--- config.mk ---
export PLATFORM = sky130hd
export DESIGN_NAME = asp_serial_port
export DESIGN_NICKNAME = d
export VERILOG_FILES = /design/src/core/asp_pkg.sv /design/src/core/asp_serial_port.sv /design/src/core/asp_sync.sv /design/src/core/asp_fifo.sv
export SDC_FILE = /design/constraint.sdc
export NUM_CORES = 1
export LEC_CHECK = 0
export ABC_CLOCK_PERIOD_IN_PS = 6450
export BUFFER_PORTS_ARGS = -buffer_cell sky130_fd_sc_hd__buf_2
export CELL_PAD_IN_SITES_DETAIL_PLACEMENT = 1
export CELL_PAD_IN_SITES_GLOBAL_PLACEMENT = 2
export CORE_AREA = 4 4 173 175
export DETAILED_ROUTE_END_ITERATION = 10
export DIE_AREA = 0 0 177 179
export PLACE_DENSITY = 0.83
export REMOVE_ABC_BUFFERS = 1
export SYNTH_ARGS = -nofsm -noshare
export SYNTH_HDL_FRONTEND = slang
export SYNTH_SLANG_ARGS = --single-unit
--- constraint.sdc ---
create_clock -name sys_clk -period 6.45 [get_ports sys_clk]
set_clock_uncertainty 0.05 [all_clocks]
set_input_delay 0.645 -clock sys_clk [delete_from_list [all_inputs] [get_ports sys_clk]]
set_output_delay 0.645 -clock sys_clk [all_outputs]
set_load 0.02 [all_outputs]
--- src/core/asp_pkg.sv ---
package asp_pkg;
    // ****************************************
    // Link framing
    // ****************************************
    localparam int CMD_BITS = 8;
    localparam int RESULT_BITS = 16;
    localparam int FIFO_DEPTH = 16;
    localparam int SYNC_STAGES = 2;

    // ****************************************
    // Setup byte layout
    // ****************************************
    localparam logic [7:0] SETUP_MASK = 8'hC0;
    localparam logic [7:0] SETUP_CODE = 8'h40;
    localparam int CLKSEL_HI = 5;
    localparam int CLKSEL_LO = 4;
    localparam int REFSEL_HI = 3;
    localparam int REFSEL_LO = 2;
    localparam logic [7:0] CONV_MASK = 8'h80;
    localparam logic [7:0] CONV_CODE = 8'h80;

    // ****************************************
    // Modes and reset values
    // ****************************************
    localparam logic [1:0] CLK_MODE_PIN_SCAN = 2'h0;
    localparam logic [1:0] CLK_MODE_PIN_SINGLE = 2'h1;
    localparam logic [1:0] CLK_MODE_SERIAL = 2'h2;
    localparam logic [1:0] CLK_MODE_EXT = 2'h3;
    localparam logic [1:0] CLK_MODE_RESET = 2'h2;
    localparam logic [1:0] REF_MODE_EXT_DIFF = 2'h3;
    localparam logic [1:0] REF_MODE_RESET = 2'h0;

    typedef enum logic [1:0] {
        ASP_IDLE,
        ASP_CMD,
        ASP_DATA
    } asp_state_t;
endpackage

--- src/core/asp_serial_port.sv ---
`timescale 1ns/1ps
// Behaviour
// - Serial port ignored while select high.
// - Output tristated whenever select is high.
// - Input bits captured on clock rise.
// - Output changes only on clock fall.
// - End-of-conversion goes low when result ready and select high.
// - Top shared pin: start input or analog.
// - Other shared pin: negative reference or analog.
// - First byte after select falls is command.
// - Either clock idle level accepted.
// - End-of-conversion high in external clock mode.
module asp_serial_port
    import asp_pkg::*;
#(
    parameter int WIDTH = asp_pkg::RESULT_BITS,
    parameter int DEPTH = asp_pkg::FIFO_DEPTH
) (
    input wire logic sys_clk,
    input wire logic rst,
    input wire logic cs_n,
    input wire logic sclk,
    input wire logic din,
    output logic dout_o,
    output logic dout_oe,
    output logic eoc_n,
    input wire logic conv_start_n,
    output logic conv_start_pin_en,
    output logic analog_top_en,
    output logic ref_neg_en,
    output logic analog_ref_en,
    output logic [1:0] clock_mode_sel,
    output logic conv_req,
    output logic [7:0] cmd_byte,
    output logic cmd_valid,
    input wire logic res_valid,
    output logic res_ready,
    input wire logic [WIDTH-1:0] res_data
);
    import asp_pkg::*;

    initial begin
        if (WIDTH < 1 || WIDTH > 32) begin
            $error("asp_serial_port result width out of range");
        end
    end

    // ****************************************
    // Pin synchronisers
    // ****************************************
    logic [3:0] pins_raw;
    logic [3:0] pins_s;
    logic cs_s;
    logic sclk_s;
    logic din_s;
    logic cnv_s;

    assign pins_raw = {cs_n, sclk, din, conv_start_n};

    asp_sync #(.WIDTH(4), .RESET_VAL(4'h9)) u_sync (
        .sys_clk(sys_clk),
        .rst(rst),
        .async_in(pins_raw),
        .sync_out(pins_s)
    );

    assign cs_s = pins_s[3];
    assign sclk_s = pins_s[2];
    assign din_s = pins_s[1];
    assign cnv_s = pins_s[0];

    // ****************************************
    // Edge detection
    // ****************************************
    logic cs_q;
    logic sclk_q;
    logic cnv_q;
    logic sel;
    logic rise;
    logic fall;
    logic cs_fall;
    logic cnv_fall;

    // Select level gates every clock edge, so an idle-high clock is harmless outside a frame.
    assign sel = !cs_s;
    assign rise = sel && sclk_s && !sclk_q;
    assign fall = sel && !sclk_s && sclk_q;
    assign cs_fall = cs_q && !cs_s;
    assign cnv_fall = cnv_q && !cnv_s;

    always_ff @(posedge sys_clk or posedge rst) begin
        if (rst) begin
            cs_q <= 1'b1;
            sclk_q <= 1'b0;
            cnv_q <= 1'b1;
        end else begin
            cs_q <= cs_s;
            sclk_q <= sclk_s;
            cnv_q <= cnv_s;
        end
    end

    // ****************************************
    // Frame state and command shifter
    // ****************************************
    asp_state_t state_q;
    asp_state_t state_d;
    logic [7:0] shin_q;
    logic [3:0] bitcnt_q;
    logic [7:0] shin_next;
    logic byte_done;
    logic is_setup;
    logic is_conv;

    assign shin_next = {shin_q[6:0], din_s};
    assign byte_done = rise && (bitcnt_q == 4'(CMD_BITS - 1));
    assign is_setup = (shin_next & SETUP_MASK) == SETUP_CODE;
    assign is_conv = (shin_next & CONV_MASK) == CONV_CODE;

    always_comb begin
        state_d = state_q;
        unique case (state_q)
            ASP_IDLE: if (cs_fall) state_d = ASP_CMD;
            ASP_CMD: if (byte_done) state_d = ASP_DATA;
            ASP_DATA: state_d = ASP_DATA;
        endcase
        if (!sel) begin
            state_d = ASP_IDLE;
        end
    end

    always_ff @(posedge sys_clk or posedge rst) begin
        if (rst) begin
            state_q <= ASP_IDLE;
            shin_q <= 8'h00;
            bitcnt_q <= 4'h0;
        end else begin
            state_q <= state_d;
            if (cs_fall) begin
                bitcnt_q <= 4'h0;
            end else if (rise) begin
                shin_q <= shin_next;
                bitcnt_q <= (bitcnt_q == 4'(CMD_BITS - 1)) ? 4'h0 : bitcnt_q + 4'h1;
            end
        end
    end

    // ****************************************
    // Command decode and configuration
    // ****************************************
    logic cmd_take;
    logic [1:0] clk_mode_q;
    logic [1:0] ref_mode_q;

    assign cmd_take = (state_q == ASP_CMD) && byte_done;

    always_ff @(posedge sys_clk or posedge rst) begin
        if (rst) begin
            clk_mode_q <= CLK_MODE_RESET;
            ref_mode_q <= REF_MODE_RESET;
            cmd_byte <= 8'h00;
            cmd_valid <= 1'b0;
            conv_req <= 1'b0;
            clock_mode_sel <= CLK_MODE_RESET;
            conv_start_pin_en <= 1'b0;
            analog_top_en <= 1'b1;
            ref_neg_en <= 1'b0;
            analog_ref_en <= 1'b1;
        end else begin
            cmd_valid <= cmd_take;
            conv_req <= 1'b0;
            if (cmd_take) begin
                cmd_byte <= shin_next;
                if (is_setup) begin
                    clk_mode_q <= shin_next[CLKSEL_HI:CLKSEL_LO];
                    ref_mode_q <= shin_next[REFSEL_HI:REFSEL_LO];
                end
                if (is_conv && clk_mode_q == CLK_MODE_SERIAL) begin
                    conv_req <= 1'b1;
                end
            end
            // Start pin is honoured only in the two pin-started clock modes.
            if (cnv_fall && conv_start_pin_en) begin
                conv_req <= 1'b1;
            end
            clock_mode_sel <= clk_mode_q;
            conv_start_pin_en <= (clk_mode_q == CLK_MODE_PIN_SCAN) || (clk_mode_q == CLK_MODE_PIN_SINGLE);
            analog_top_en <= !((clk_mode_q == CLK_MODE_PIN_SCAN) || (clk_mode_q == CLK_MODE_PIN_SINGLE));
            ref_neg_en <= (ref_mode_q == REF_MODE_EXT_DIFF);
            analog_ref_en <= (ref_mode_q != REF_MODE_EXT_DIFF);
        end
    end

    // ****************************************
    // Result buffer
    // ****************************************
    logic buf_valid;
    logic buf_ready;
    logic [WIDTH-1:0] buf_data;

    asp_fifo #(.WIDTH(WIDTH), .DEPTH(DEPTH)) u_fifo (
        .sys_clk(sys_clk),
        .rst(rst),
        .in_valid(res_valid),
        .in_ready(res_ready),
        .in_data(res_data),
        .out_valid(buf_valid),
        .out_ready(buf_ready),
        .out_data(buf_data)
    );

    // ****************************************
    // Output shifter
    // ****************************************
    logic [WIDTH-1:0] shout_q;
    logic [5:0] outcnt_q;
    logic word_empty;

    assign word_empty = (outcnt_q == 6'h00);
    assign buf_ready = (state_q == ASP_DATA) && fall && word_empty;

    always_ff @(posedge sys_clk or posedge rst) begin
        if (rst) begin
            shout_q <= '0;
            outcnt_q <= 6'h00;
            dout_o <= 1'b0;
            dout_oe <= 1'b0;
        end else begin
            dout_oe <= sel;
            if (!sel) begin
                outcnt_q <= 6'h00;
            end else if ((state_q == ASP_DATA) && fall) begin
                // An empty buffer shifts zeros rather than stalling the master's clock.
                if (word_empty) begin
                    dout_o <= buf_valid ? buf_data[WIDTH-1] : 1'b0;
                    shout_q <= buf_valid ? (buf_data << 1) : '0;
                    outcnt_q <= 6'(WIDTH - 1);
                end else begin
                    dout_o <= shout_q[WIDTH-1];
                    shout_q <= shout_q << 1;
                    outcnt_q <= outcnt_q - 6'h01;
                end
            end
        end
    end

    // ****************************************
    // End of conversion flag
    // ****************************************
    // Set wins over clear: a result waiting while deselected at a start-pin fall still shows.
    always_ff @(posedge sys_clk or posedge rst) begin
        if (rst) begin
            eoc_n <= 1'b1;
        end else if (clk_mode_q == CLK_MODE_EXT) begin
            eoc_n <= 1'b1;
        end else if (buf_valid && !sel) begin
            eoc_n <= 1'b0;
        end else if (cs_fall || cnv_fall) begin
            eoc_n <= 1'b1;
        end
    end
    // Clock edges are found by level change, so either idle level of the serial clock works.
endmodule // asp_serial_port

--- src/core/asp_sync.sv ---
`timescale 1ns/1ps
// Two-stage synchroniser; only the last stage is visible outside.
module asp_sync #(
    parameter int WIDTH = 1,
    parameter logic [WIDTH-1:0] RESET_VAL = '0
) (
    input wire logic sys_clk,
    input wire logic rst,
    input wire logic [WIDTH-1:0] async_in,
    output logic [WIDTH-1:0] sync_out
);
    logic [WIDTH-1:0] meta_q;

    always_ff @(posedge sys_clk or posedge rst) begin
        if (rst) begin
            meta_q <= RESET_VAL;
            sync_out <= RESET_VAL;
        end else begin
            meta_q <= async_in;
            sync_out <= meta_q;
        end
    end
endmodule // asp_sync

--- src/core/asp_fifo.sv ---
`timescale 1ns/1ps
module asp_fifo #(
    parameter int WIDTH = 16,
    parameter int DEPTH = 16
) (
    input wire logic sys_clk,
    input wire logic rst,
    input wire logic in_valid,
    output logic in_ready,
    input wire logic [WIDTH-1:0] in_data,
    output logic out_valid,
    input wire logic out_ready,
    output logic [WIDTH-1:0] out_data
);
    localparam int AW = $clog2(DEPTH);

    initial begin
        if (DEPTH < 2 || (1 << AW) != DEPTH) begin
            $error("asp_fifo depth must be a power of two of at least 2");
        end
    end

    logic [WIDTH-1:0] mem [DEPTH];
    logic [AW:0] wr_q;
    logic [AW:0] rd_q;
    logic [AW:0] count;
    logic push;
    logic pop;
    logic fetch;
    logic [AW:0] rd_next;

    assign count = wr_q - rd_q;
    // The registered head word counts against the depth, so no more than DEPTH words are ever held.
    assign in_ready = ((count + (AW+1)'(out_valid)) != (AW+1)'(DEPTH));
    assign push = in_valid && in_ready;
    assign pop = out_valid && out_ready;
    // Registered read port: the head word is loaded whenever the output slot frees up.
    assign fetch = (count != '0) && (!out_valid || pop);
    assign rd_next = rd_q + (AW+1)'(1);

    always_ff @(posedge sys_clk) begin
        if (push) begin
            mem[wr_q[AW-1:0]] <= in_data;
        end
    end

    always_ff @(posedge sys_clk or posedge rst) begin
        if (rst) begin
            wr_q <= '0;
            rd_q <= '0;
            out_valid <= 1'b0;
            out_data <= '0;
        end else begin
            if (push) begin
                wr_q <= wr_q + (AW+1)'(1);
            end
            if (fetch) begin
                out_data <= mem[rd_q[AW-1:0]];
                rd_q <= rd_next;
                out_valid <= 1'b1;
            end else if (pop) begin
                out_valid <= 1'b0;
            end
        end
    end
endmodule // asp_fifo

After elaboration in Yosys (flattened, before gate mapping)
Memory sizes are Yosys's and may differ from the RTL's. A register that Yosys moved wholly into a read port is not among the register bits.
Cells that the tools add are included.
Operators by class
  add/sub/neg operators: 6
  equal/unequal tests: 12
  multiplexer cells: 24
  bitwise gates (word level): 2
  reduce and logical (&&, ||, !) cells: 37
Operators with widths (number)
  16-bit two-way mux: 2
  6-bit two-way mux: 3
  1-bit logical AND: 16
  1-bit two-way mux: 12
  4-bit two-way mux: 3
  5-bit by 1-bit adder with 5-bit output (second input constant): 2
  2-bit equality test (second input constant): 4
  2-bit AND reduction: 4
  2-bit by 1-bit equality test with 1-bit output (second input constant): 3
  1-bit logical NOT: 6
  6-bit logical NOT: 1
  2-bit two-way mux: 3
  3-bit by 2-bit inequality test with 1-bit output (second input constant): 2
  2-bit one-hot mux with 3 select lines: 1
  2-bit nonzero test: 3
  6-bit by 1-bit subtractor with 6-bit output (second input constant): 1
  5-bit by 1-bit adder with 5-bit output: 1
  5-bit inequality test (second input constant): 1
  5-bit nonzero test: 1
  5-bit subtractor: 1
  4-bit by 1-bit adder with 4-bit output (second input constant): 1
  4-bit by 3-bit equality test with 1-bit output (second input constant): 1
  2-bit logical NOT: 2
  1-bit logical OR: 3
  3 further kinds: 4
Word-level totals
  register bits after elaboration: 80
  memory bits (writable): 256
  logic and storage cells: 108
  memories kept: 1
Memories
  u_fifo.mem: words 16, bits a word 16, read ports 1, clocked after memory_dff 1, write ports 1, line asp_fifo.sv:23  | logic [WIDTH-1:0] mem [DEPTH];

Depth between registers and ports, before layout
Gate-level depths: netlist (run 1).
  depth in word-level cells: 9
  gate-level depth with buffers: 11
  mapped depth without buffers: 11

Hierarchy
A second synthesis (run 1) with hierarchy kept.
Unflattened totals
  cells, all modules: 816
  area, all modules: 14101.0 um^2
Modules (own cells, without submodules)
  asp_fifo: instances 1, cells each 572, area an instance 11275.8 um^2
  asp_serial_port: instances 1, cells each 235, area an instance 2616.3 um^2
  asp_sync: instances 1, cells each 9, area an instance 209.0 um^2

Worst setup path before layout (run 1)
Ideal clock, no wire load.
  path type: reg2reg
  from: register u_fifo.rd_q[1]
  to: memory u_fifo.mem[0][0] (enable)
  setup time: 409 ps
  arrival time: 3946 ps
  required time: 5991 ps
  setup slack: 2045 ps
  stages on the path, launching flop included: 10
  path buffers: 2
  period minus slack after synthesis: 4405 ps
  cell sequence: dfrtp_1 > clkbuf_1 > clkinv_1 > clkbuf_1 > fa_1 > ha_1 > xor3_1 > a32oi_4 > nand3_1 > nor3_1
On the way
  word-level cells in the longest chain between the ends: 6
RTL lines
  from (decl): line asp_fifo.sv:25  | logic [AW:0] rd_q;
  from (signal assigned): line asp_fifo.sv:59  | rd_q <= rd_next;
  5-bit subtractor: line asp_fifo.sv:32  | assign count = wr_q - rd_q;
  5-bit by 1-bit adder with 5-bit output: line asp_fifo.sv:34  | assign in_ready = ((count + (AW+1)'(out_valid)) != (AW+1)'(DEPTH));
  5-bit inequality test: line asp_fifo.sv:34
  named net res_ready: line asp_serial_port.sv:37  | output logic res_ready,
  1-bit logical AND: line asp_fifo.sv:35  | assign push = in_valid && in_ready;
  1-bit two-way mux: line asp_fifo.sv:42  | if (push) begin
  1-bit two-way mux (implied by the code): line asp_fifo.sv:43  | mem[wr_q[AW-1:0]] <= in_data;
  to (decl): line asp_fifo.sv:23
The timed path passes the listed nets, and every way through them passes these cells.

Worst setup path in the final report (run 1)
  from: register u_fifo.rd_q[3]
  to: memory u_fifo.mem[13][9] (enable)
On the way
  word-level cells in the longest chain between the ends: 6
RTL lines (line)
  5-bit subtractor: asp_fifo.sv:32
  5-bit by 1-bit adder with 5-bit output: asp_fifo.sv:34
  5-bit inequality test: asp_fifo.sv:34
  1-bit logical AND: asp_fifo.sv:35
  1-bit two-way mux: asp_fifo.sv:42
  1-bit two-way mux (implied by the code): asp_fifo.sv:43
Every way passes these cells.

==> flow_metrics.env, run 1 <==
export IMPL_synth_area_sq_um=13970
export IMPL_dr_pass1_iters=5
export IMPL_num_rows=62
export IMPL_hpwl_mm=18.85
export IMPL_syn_avg_cell_area_sq_um=16.09
export IMPL_finalCritPeriodShare=0.6798
export IMPL_clockBufferDepth=3
export IMPL_grt_pass1_vias=7761
export IMPL_routed_via_density=5.604
export IMPL_end_kind="flop"
export IMPL_rsz0062_at_grt="false"
export IMPL_wirelength_mm=30.42
export IMPL_arrival_ns=4.48
export IMPL_clk_latency_ns=0.53
export IMPL_worstReg2RegEnd="u_fifo.mem[13][9]$_DFFE_PP_"
export IMPL_synth_most_common_cell="edfxtp_1"
export IMPL_yosys_area_share_simple=0.08224
export IMPL_synthMuxAreaShare=0.1155
export IMPL_nets=956
export IMPL_multi_input_area_sq_um=3670
export IMPL_io_pins=43
export IMPL_grt_max_degree=53
export IMPL_grt_ovfl_total=0
export IMPL_grt_pass1_wl_mm=46.71
export IMPL_drive_gt1_frac=0.2436
export IMPL_cts_hold_fix_buffers=0
export IMPL_yosys_top_cells_area="edfxtp_1 55%, dfrtp_1 15%, mux4_2 10%"
export IMPL_yosys_top_cells_count="256 x edfxtp_1, 97 x nand2_1, 89 x nor2_1, 84 x dfrtp_1, 64 x mux4_2"
export IMPL_fmax_ghz=0.2281
export IMPL_r2r_start="u_fifo.rd_q[3]$_DFFE_PP0P_"
export IMPL_dieArea_sq_um=31680
export IMPL_tritoncts="built"
export IMPL_highest_signal_layer="met4"
export IMPL_holdCritPathClass="primary input to asynchronous set/reset pin"
export IMPL_worst_pin_slew_ns=1.117
export IMPL_synth_flop_cell="edfxtp_1"
export IMPL_synth_cell_types=58
export IMPL_synthArstFlopShare=0.2707
export IMPL_route_met3_wl_mm=1.431
export IMPL_synth_top_family_by_area="multiplexers"
export IMPL_setup_viol=0
export IMPL_postCtsResizedCells=0
export IMPL_synth_xor_area_frac=0.008600
export IMPL_antenna_found_initial=0
export IMPL_worst_r2r_path_depth=8
export IMPL_cts_max_level=2
export IMPL_hold_violations=0
export IMPL_ff_latch_area_sq_um=10080
export IMPL_maxCapViolCount=0
export IMPL_synth_top_area_share=0.5504
export IMPL_peakVddDrop_mv=0.3525
export IMPL_period_minus_slack_ns=4.385
export IMPL_outcome="finished clean"
export IMPL_syn_inst=868
export IMPL_critPathLaunchType="flop"
export IMPL_cts_sinks=351
export IMPL_synth_compound_area_frac=0.03637
export IMPL_diodes=0
export IMPL_synth_edff_count=256
export IMPL_fin_tns_setup_ns=0
export IMPL_die_h_um=179
export IMPL_crit_type="flop to flop"
export IMPL_ant_nets=0
export IMPL_cp_max_fo=35
export IMPL_whs_ns=0.1376
export IMPL_wl_met1_mm=13.61
export IMPL_first_iter_violations=606
export IMPL_root_buffer="clkbuf_16"
export IMPL_syn_to_final_growth_pct=12.90
export IMPL_cts_clk_slew_worst_paths_ns=0.06
export IMPL_cts_buffers=37
export IMPL_die_x_um=177
export IMPL_ys_ff_latch=351
export IMPL_powerDensity_nw_per_um2=439.2
export IMPL_wl_per_cell_um=22.90
export IMPL_start_util=0.4906
export IMPL_leakagePower_nw=5.762
export IMPL_drc_errors=0
export IMPL_r2r_slack_ns=2.07
export IMPL_crit_required_ns=6.54
export IMPL_cts_setup_buffers=0
export IMPL_slew_viol_final=0
export IMPL_routabilityCongestion=0.8053
export IMPL_fp_coreArea_sq_um=28470
export IMPL_met2WireLength_mm=14.61
export IMPL_vias=7442
export IMPL_slew_headroom=0.2555
export IMPL_grt_util_all_layers=0.1975
export IMPL_port_buffers=42
export IMPL_fillers=2659
export IMPL_synthAdderAreaFrac=0.01666
export IMPL_ys_seq_area_frac=0.7216
export IMPL_yosysWarnings=0
export IMPL_yosys_area_top_type="edfxtp_1"
==> state kept, by name, indices dropped and copies added (netlist names), 5 cells and up <==
signal / flops
outcnt_q: 6
u_fifo.rd_q: 5
shin_q: 7
cmd_byte: 8
shout_q: 15
u_fifo.out_data: 16
u_fifo.wr_q: 5
u_fifo.mem: 256
==> how the worst max path moves through the flow <==
stage / from / end / depth (start not counted)
after floorplan: u_fifo.rd_q[0]$_DFFE_PP0P_ / u_fifo.mem[0][0]$_DFFE_PP_ / 10
after global placement: u_fifo.rd_q[3]$_DFFE_PP0P_ / u_fifo.mem[13][14]$_DFFE_PP_ / 8
after detailed placement: u_fifo.rd_q[3]$_DFFE_PP0P_ / u_fifo.mem[13][9]$_DFFE_PP_ / 8
after CTS: u_fifo.rd_q[3]$_DFFE_PP0P_ / u_fifo.mem[13][9]$_DFFE_PP_ / 8
after global routing: u_fifo.rd_q[3]$_DFFE_PP0P_ / u_fifo.mem[13][4]$_DFFE_PP_ / 8
final: u_fifo.rd_q[3]$_DFFE_PP0P_ / u_fifo.mem[13][9]$_DFFE_PP_ / 8
==> per-layer routing <==
layer / global-route usage / vias up
li1: - / 3361
met1: 0.2858 / 3859
met2: 0.3169 / 174
met3: 0.03226 / 48
met4: 0.05416 / 0
met5: 0 / -
==> worst max-delay path, stage by stage (launching register included) <==
cell and delay (ns):
dfrtp_1 0.33, clkinv_1 0.68, ha_1 0.64, a21oi_1 0.24, and2_1 0.19, xor3_1 0.36
a32oi_4 0.38, nand3_1 0.30, nor2_2 0.82
==> kinds of logic (layout without fill, tap and decap cells) <==
kind of cell	after synthesis	in the layout
flip-flops	351	351
AND/OR/NAND/NOR	262	262
AO/OA/AOI/OAI	81	81
multiplexers	79	79
buffers and inverters	65	141
adder cells (fa/ha/maj)	18	18
XOR/XNOR	12	12
==> power by group <==
| part | internal, mW | switching [mW] | total (mW) |
|---|---|---|---|
| logic | 0.786 | 1.16 | 1.95 |
| clock network | 1.18 | 0.869 | 2.04 |
| registers | 2.75 | 0.188 | 2.93 |
==> layout by cell type (no fill, tap or decap), types with 9 or more instances in the layout <==
cell	n
edfxtp_1	256
nand2_1	97
dfrtp_1	81
nor2_1	78
mux4_2	64
buf_2	42
nand3_1	41
o21ai_0	41
clkbuf_16	38
inv_1	17
ha_1	17
a31oi_1	15
mux2_2	13
nor2_2	11
dfstp_2	11
clkinv_2	10
buf_4	9
==> through the flow <==
stage / cells / setup WS (ns) / instance area [sq um] / power [mW] / util
floorplan: 825 / 0.006326 / 13780 / 4.297 / -
detailed placement: 1260 / 2.042 / 14600 / 4.941 / 0.5127
CTS: 1328 / 2.061 / 15770 / 7.003 / 0.5539
global placement: 1260 / 2.227 / 14600 / 4.868 / 0.5127
finish: 1328 / 2.065 / 15770 / 6.926 / 0.5539
global route: 1328 / 1.806 / 15770 / 7.299 / 0.5539
==> final cells by class <==
class	count	share of cell area
sequential	351	0.6395
tap	384	0.03047
multi-input combinational	452	0.2327
timing repair buffer	51	0.01761
clock inverter	22	0.01206
clock buffer	46	0.06221
inverter	22	0.005396
Power figures use the tool's default switching activity.
==> inputs of run 2 (changes only) <==
--- a/config.mk
+++ b/config.mk
@@ -5,14 +5,15 @@
 export SDC_FILE = /design/constraint.sdc
 export NUM_CORES = 1
 export LEC_CHECK = 0
-export ABC_CLOCK_PERIOD_IN_PS = 6450
+export ABC_AREA = 1
+export ABC_CLOCK_PERIOD_IN_PS = 3560
 export BUFFER_PORTS_ARGS = -buffer_cell sky130_fd_sc_hd__buf_2
 export CELL_PAD_IN_SITES_DETAIL_PLACEMENT = 1
 export CELL_PAD_IN_SITES_GLOBAL_PLACEMENT = 2
-export CORE_AREA = 4 4 173 175
+export CORE_AREA = 4 4 197 199
 export DETAILED_ROUTE_END_ITERATION = 10
-export DIE_AREA = 0 0 177 179
-export PLACE_DENSITY = 0.83
+export DIE_AREA = 0 0 201 203
+export PLACE_DENSITY = 0.76
 export REMOVE_ABC_BUFFERS = 1
 export SYNTH_ARGS = -nofsm -noshare
 export SYNTH_HDL_FRONTEND = slang
==> constraint.sdc (replaced) <==
create_clock -name sys_clk -period 3.56 [get_ports sys_clk]
set_clock_uncertainty 0.05 [all_clocks]
set_input_delay 0.356 -clock sys_clk [delete_from_list [all_inputs] [get_ports sys_clk]]
set_output_delay 0.356 -clock sys_clk [all_outputs]
set_load 0.02 [all_outputs]
==> flow_metrics.env, run 2 <==
export IMPL_synth_cell_types=40
export IMPL_synthAdderAreaFrac=0.01620
export IMPL_setup_viol=0
export IMPL_start_util=0.3861
export IMPL_syn_avg_cell_area_sq_um=11.69
export IMPL_yosys_top_cells_count="256 x edfxtp_1, 194 x nor2_1, 186 x nand2_1, 157 x o21ai_0, 84 x dfrtp_1"
export IMPL_fin_area_sq_um=16360
export IMPL_dr_pass1_iters=6
export IMPL_final_common_cell="edfxtp_1"
export IMPL_rsz0062_at_grt="false"
export IMPL_cts_max_level=2
export IMPL_grt_util_all_layers=0.1906
export IMPL_routed_via_density=5.283
export IMPL_diodes=0
export IMPL_cts_clk_slew_worst_paths_ns=0.06
export IMPL_critPathLaunchType="flop"
export IMPL_tritoncts="built"
export IMPL_synth_top_family_by_area="simple AND/OR/NAND/NOR gates"
export IMPL_fin_tns_setup_ns=0
export IMPL_root_buffer="clkbuf_16"
export IMPL_hold_violations=0
export IMPL_nets=1309
export IMPL_syn_to_final_growth_pct=13.82
export IMPL_fin_util=0.4394
export IMPL_wirelength_mm=38.76
export IMPL_whs_ns=0.07752
export IMPL_antenna_found_initial=1
export IMPL_period_minus_slack_ns=3.373
export IMPL_io_pins=43
export IMPL_powerDensity_nw_per_um2=796.1
export IMPL_crit_buf_inv=4
export IMPL_slew_viol_final=0
export IMPL_synth_compound_area_frac=0.1030
export IMPL_dp_cells=1694
export IMPL_yosys_top_cells_area="edfxtp_1 53%, dfrtp_1 15%, o21ai_0 5.5%"
export IMPL_clk_latency_ns=0.58
export IMPL_dp_slack_ns=0.1146
export IMPL_place_area_sq_um=15040
export IMPL_worstReg2RegEnd="u_fifo.mem[10][11]$_DFFE_PP_"
export IMPL_slew_headroom=0.3130
export IMPL_grt_ovfl_total=0
export IMPL_worstHoldStart="res_valid"
export IMPL_die_x_um=201
export IMPL_fmax_ghz=0.2965
export IMPL_cp_max_fo=6
export IMPL_first_iter_violations=632
export IMPL_synthArstFlopShare=0.2707
export IMPL_cts_buffers=40
export IMPL_finalNonFillerCells=1772
export IMPL_path_delay_family="adder cells"
export IMPL_synth_xor_area_frac=0.007314
export IMPL_synth_most_common_cell="edfxtp_1"
export IMPL_synth_edff_count=256
export IMPL_synth_flop_cell="edfxtp_1"
export IMPL_clockBufferDepth=3
export IMPL_yosys_area_top_type="edfxtp_1"
export IMPL_report_power_total_mw=13.02
export IMPL_peakVddDrop_mv=0.4213
export IMPL_crit_chain="inv_2 > ha_1 > inv_1 > fa_2 > ha_1 > or2_2 > a21oi_1 > nand3_1 > inv_1 > nand2_2 > buf_2"
export IMPL_wl_per_cell_um=21.88
export IMPL_vias=9362
export IMPL_grt_max_degree=99
export IMPL_end_kind="output port"
export IMPL_port_buffers=42
export IMPL_synthMuxAreaShare=0
export IMPL_arrival_ns=2.97
export IMPL_r2r_slack_ns=0.28
export IMPL_crit_start="u_fifo.wr_q[0]$_DFFE_PP0P_"
export IMPL_cts_sinks=351
export IMPL_worst_pin_slew_ns=1.031
export IMPL_maxCapViolCount=0
export IMPL_largest_register_ff_count=256
export IMPL_yosys_area_share_simple=0.1319
export IMPL_worst_r2r_path_depth=12
export IMPL_dieArea_sq_um=40800
export IMPL_slowest_delay_ns=0.56
export IMPL_grt_pass1_wl_mm=59.74
export IMPL_hpwl_mm=24.45
export IMPL_fp_coreArea_sq_um=37220
export IMPL_holdCritPathClass="primary input to flop"
export IMPL_synth_area_sq_um=14370
export IMPL_routabilityCongestion=0.8243
export IMPL_finalCritPeriodShare=0.9475
export IMPL_num_rows=71
export IMPL_drc_errors=0
export IMPL_crit_type="flop to output port"
export IMPL_die_h_um=203
export IMPL_leakagePower_nw=6.053
export IMPL_ant_nets=0
export IMPL_ys_seq_area_frac=0.7013
export IMPL_r2r_start="u_fifo.rd_q[0]$_DFFE_PP0P_"
export IMPL_setup_slack_ns=0.1871
export IMPL_grt_pass1_vias=9919
export IMPL_syn_inst=1229
export IMPL_slowest_stage="fa_2"
export IMPL_outcome="finished clean"
export IMPL_min_to="u_fifo.wr_q[4]$_DFFE_PP0P_"
export IMPL_ys_ff_latch=351
export IMPL_min_path_cells=3
export IMPL_yosysWarnings=0
export IMPL_layout_common_cells="256 x edfxtp_1, 185 x nand2_1, 178 x nor2_1, 157 x o21ai_0, 81 x dfrtp_1"
export IMPL_drive_gt1_frac=0.1302
export IMPL_synth_top_area_share=0.5350
export IMPL_crit_required_ns=3.15
run 2: cell count changes in the layout (fill, tap and decap cells not counted), sizes merged, moves of 36 or more:
cell,previous run,this run
inv,21,70
mux4,64,0
nand2,99,193
nor2,89,197
o211ai,0,36
o21ai,44,160
run 2: cells by family after synthesis:
logic type	count (synthesis)
AOI/OAI and AO/OA	255
xor gates and xnor gates	12
adders and majority gates	18
buffers and inverters	135
DFF	351
and+or+nand+nor	458
run 2: worst max-delay path by stage:
| stage | end | cells past startpoint |
|---|---|---|
| floorplan | u_fifo.mem[0][0]$_DFFE_PP_ | 8 |
| global placement | u_fifo.mem[10][6]$_DFFE_PP_ | 13 |
| detailed placement | u_fifo.mem[10][8]$_DFFE_PP_ | 13 |
| CTS | res_ready | 11 |
| global route | res_ready | 11 |
| finish | res_ready | 11 |
run 2: power breakdown:
| group | total, mW | switching [mW] | internal [mW] |
|---|---|---|---|
| combinational | 3.90 | 2.75 | 1.16 |
| clock | 3.95 | 1.68 | 2.27 |
| sequential | 5.17 | 0.217 | 4.95 |
run 2: layout make-up:
cell class / instances / area [sq um]
clock buffer: 51 / 1062
clock inverter: 21 / 193.9
fill: 3906 / 20870
inverter: 71 / 272.8
multi-input combinational: 743 / 3759
sequential: 351 / 10080
tap: 474 / 593.1
timing repair buffer: 61 / 390.4
run 2: what timing repair did:
item / 4_1_cts / 5_1_grt
hold buffers: 5 / 0
pin swaps: 0 / 0
endpoints found under the hold margin: 44 / 0
setup buffers: 0 / 1
resized for setup: 1 / 3
endpoints found under the setup margin: 1 / 33
run 2: routing by layer:
layer | wire (um) | global-route usage
met1 | 16990 | 0.2497
met2 | 18610 | 0.3169
met3 | 1756 | 0.03865
met4 | 1406 | 0.06981
met5 | 0 | 0
run 2: worst min-delay path, delay by kind of cell:
kind          cells  cell delay, ns
buf+inv           1            0.15
simple gates      2            0.14
==> inputs of run 3 (changes only) <==
--- a/config.mk
+++ b/config.mk
@@ -11,6 +11,7 @@
 export CELL_PAD_IN_SITES_DETAIL_PLACEMENT = 1
 export CELL_PAD_IN_SITES_GLOBAL_PLACEMENT = 2
 export CORE_AREA = 4 4 197 199
+export CTS_BUF_LIST = sky130_fd_sc_hd__clkbuf_16
 export DETAILED_ROUTE_END_ITERATION = 10
 export DIE_AREA = 0 0 201 203
 export PLACE_DENSITY = 0.76
==> flow_metrics.env, run 3 (synthesis results as in run 2) <==
export IMPL_wirelength_mm=38.86
export IMPL_final_common_cell="edfxtp_1"
export IMPL_die_x_um=201
export IMPL_peakVddDrop_mv=0.4222
export IMPL_tritoncts="built"
export IMPL_first_iter_violations=669
export IMPL_rsz0062_at_grt="false"
export IMPL_holdCritPathClass="primary input to flop"
export IMPL_worstHoldStart="res_valid"
export IMPL_critPathLaunchType="flop"
export IMPL_grt_pass1_vias=9911
export IMPL_min_path_cells=3
export IMPL_grt_pass1_wl_mm=59.68
export IMPL_clockPowerShare=0.300
export IMPL_cts_max_level=2
export IMPL_hpwl_mm=24.45
export IMPL_min_to="u_fifo.wr_q[4]$_DFFE_PP0P_"
export IMPL_r2r_slack_ns=0.29
export IMPL_vias=9425
export IMPL_largest_register_ff_count=256
export IMPL_layout_common_cells="256 x edfxtp_1, 185 x nand2_1, 178 x nor2_1, 157 x o21ai_0, 81 x dfrtp_1"
export IMPL_cts_buffers=40
export IMPL_fin_tns_setup_ns=0
export IMPL_r2r_start="u_fifo.rd_q[0]$_DFFE_PP0P_"
export IMPL_end_kind="output port"
export IMPL_routed_via_density=5.319
export IMPL_port_buffers=42
export IMPL_slew_viol_final=0
export IMPL_outcome="finished clean"
export IMPL_grt_util_all_layers=0.1905
export IMPL_crit_chain="inv_2 > ha_1 > inv_1 > fa_2 > ha_1 > or2_2 > a21oi_1 > nand3_1 > inv_1 > nand2_2 > buf_2"
export IMPL_worst_r2r_path_depth=12
export IMPL_worstReg2RegEnd="u_fifo.mem[10][11]$_DFFE_PP_"
export IMPL_root_buffer="clkbuf_16"
export IMPL_ant_nets=0
export IMPL_syn_to_final_growth_pct=13.68
export IMPL_dp_slack_ns=0.1146
export IMPL_crit_required_ns=3.15
export IMPL_p_seq_frac=0.399
export IMPL_p_switching_mw=4.649
export IMPL_leakagePower_nw=6.079
export IMPL_fp_coreArea_sq_um=37220
export IMPL_worst_pin_slew_ns=1.039
export IMPL_setup_slack_ns=0.1784
export IMPL_maxCapViolCount=0
export IMPL_start_util=0.3861
export IMPL_dieArea_sq_um=40800
export IMPL_drc_errors=0
export IMPL_slew_headroom=0.3071
export IMPL_cp_max_fo=6
export IMPL_routabilityCongestion=0.8243
export IMPL_nets=1309
export IMPL_period_minus_slack_ns=3.382
export IMPL_clk_latency_ns=0.58
export IMPL_dp_cells=1694
export IMPL_dr_pass1_iters=5
export IMPL_grt_max_degree=99
export IMPL_powerDensity_nw_per_um2=793.2
export IMPL_arrival_ns=2.98
export IMPL_finalCritPeriodShare=0.9499
export IMPL_hold_violations=0
export IMPL_setup_viol=0
export IMPL_finalNonFillerCells=1772
export IMPL_clockBufferDepth=3
export IMPL_drive_gt1_frac=0.1287
export IMPL_wl_per_cell_um=21.93
export IMPL_switching_share=0.3588
export IMPL_num_rows=71
export IMPL_cts_clk_slew_worst_paths_ns=0.06
export IMPL_fmax_ghz=0.2957
export IMPL_slowest_stage="fa_2"
export IMPL_io_pins=43
export IMPL_report_power_total_mw=12.96
export IMPL_intPower_mw=8.309
export IMPL_diodes=0
export IMPL_die_h_um=203
export IMPL_comb_power_share=0.302
export IMPL_crit_type="flop to output port"
export IMPL_slowest_delay_ns=0.56
export IMPL_grt_ovfl_total=0
export IMPL_cts_sinks=351
export IMPL_antenna_found_initial=1
==> run 3: critical path, delay by kind of cell (launching register included) <==
kind / cells / cell delay, ns
buf+inv: 4 / 0.44
simple gates: 3 / 0.52
flops: 1 / 0.42
fa+ha+maj: 3 / 0.93
compound gates: 1 / 0.11
==> run 3: power by group through the flow <==
stage,Combinational (mW),Clock [mW],Sequential [mW]
3_5_place_dp,3.89,0,5.25
5_1_grt,4.41,4.17,5.21
4_1_cts,3.92,4.00,5.17
2_1_floorplan,2.26,0,5.41
6_report,3.91,3.88,5.17
3_3_place_gp,3.85,0,5.23
==> run 3: worst max-delay path by stage <==
stage / end / cells past startpoint / from / slack [ns]
after global placement: u_fifo.mem[10][6]$_DFFE_PP_ / 13 / u_fifo.wr_q[0]$_DFFE_PP0P_ / 0.24
after global routing: res_ready / 11 / u_fifo.wr_q[0]$_DFFE_PP0P_ / 0.004
after detailed placement: u_fifo.mem[10][8]$_DFFE_PP_ / 13 / u_fifo.wr_q[0]$_DFFE_PP0P_ / 0.11
after floorplan: u_fifo.mem[0][0]$_DFFE_PP_ / 8 / u_fifo.rd_q[1]$_DFFE_PP0P_ / -1.52
after CTS: res_ready / 11 / u_fifo.wr_q[0]$_DFFE_PP0P_ / 0.04
final: res_ready / 11 / u_fifo.wr_q[0]$_DFFE_PP0P_ / 0.18
==> run 3: through the flow <==
stage | hold slack, ns | instance area (sq um) | util
2_1_floorplan | 0.2812 | 14060 | -
3_3_place_gp | 0.2882 | 15040 | 0.4039
3_5_place_dp | 0.2865 | 15040 | 0.4039
4_1_cts | 0.03751 | 16320 | 0.4385
5_1_grt | 0.05737 | 16340 | 0.4389
6_report | 0.07561 | 16340 | 0.4389
==> run 3: area by class of cell <==
class / instances / area [sq um]
Clock buffer: 40 / 1001
Clock inverter: 32 / 235.2
Fill cell: 3911 / 20890
Inverter: 71 / 272.8
Multi-Input combinational cell: 743 / 3759
Sequential cell: 351 / 10080
Tap cell: 474 / 593.1
Timing Repair Buffer: 61 / 390.4
==> run 3: metal layers <==
metal,GRT usage,routed length (um),vias up
met5,0,0,-
met4,0.06981,1383,0
met3,0.03865,1762,78
met2,0.3169,18760,187
met1,0.2495,16960,4778
li1,-,-,4382
==> run 3: timing repair <==
action	4_1_cts	5_1_grt
setup endpoints to repair	1	33
setup buffers	0	1
gates resized for setup	1	3
pin swaps	0	0
hold endpoints to repair	43	0
hold buffers	5	0
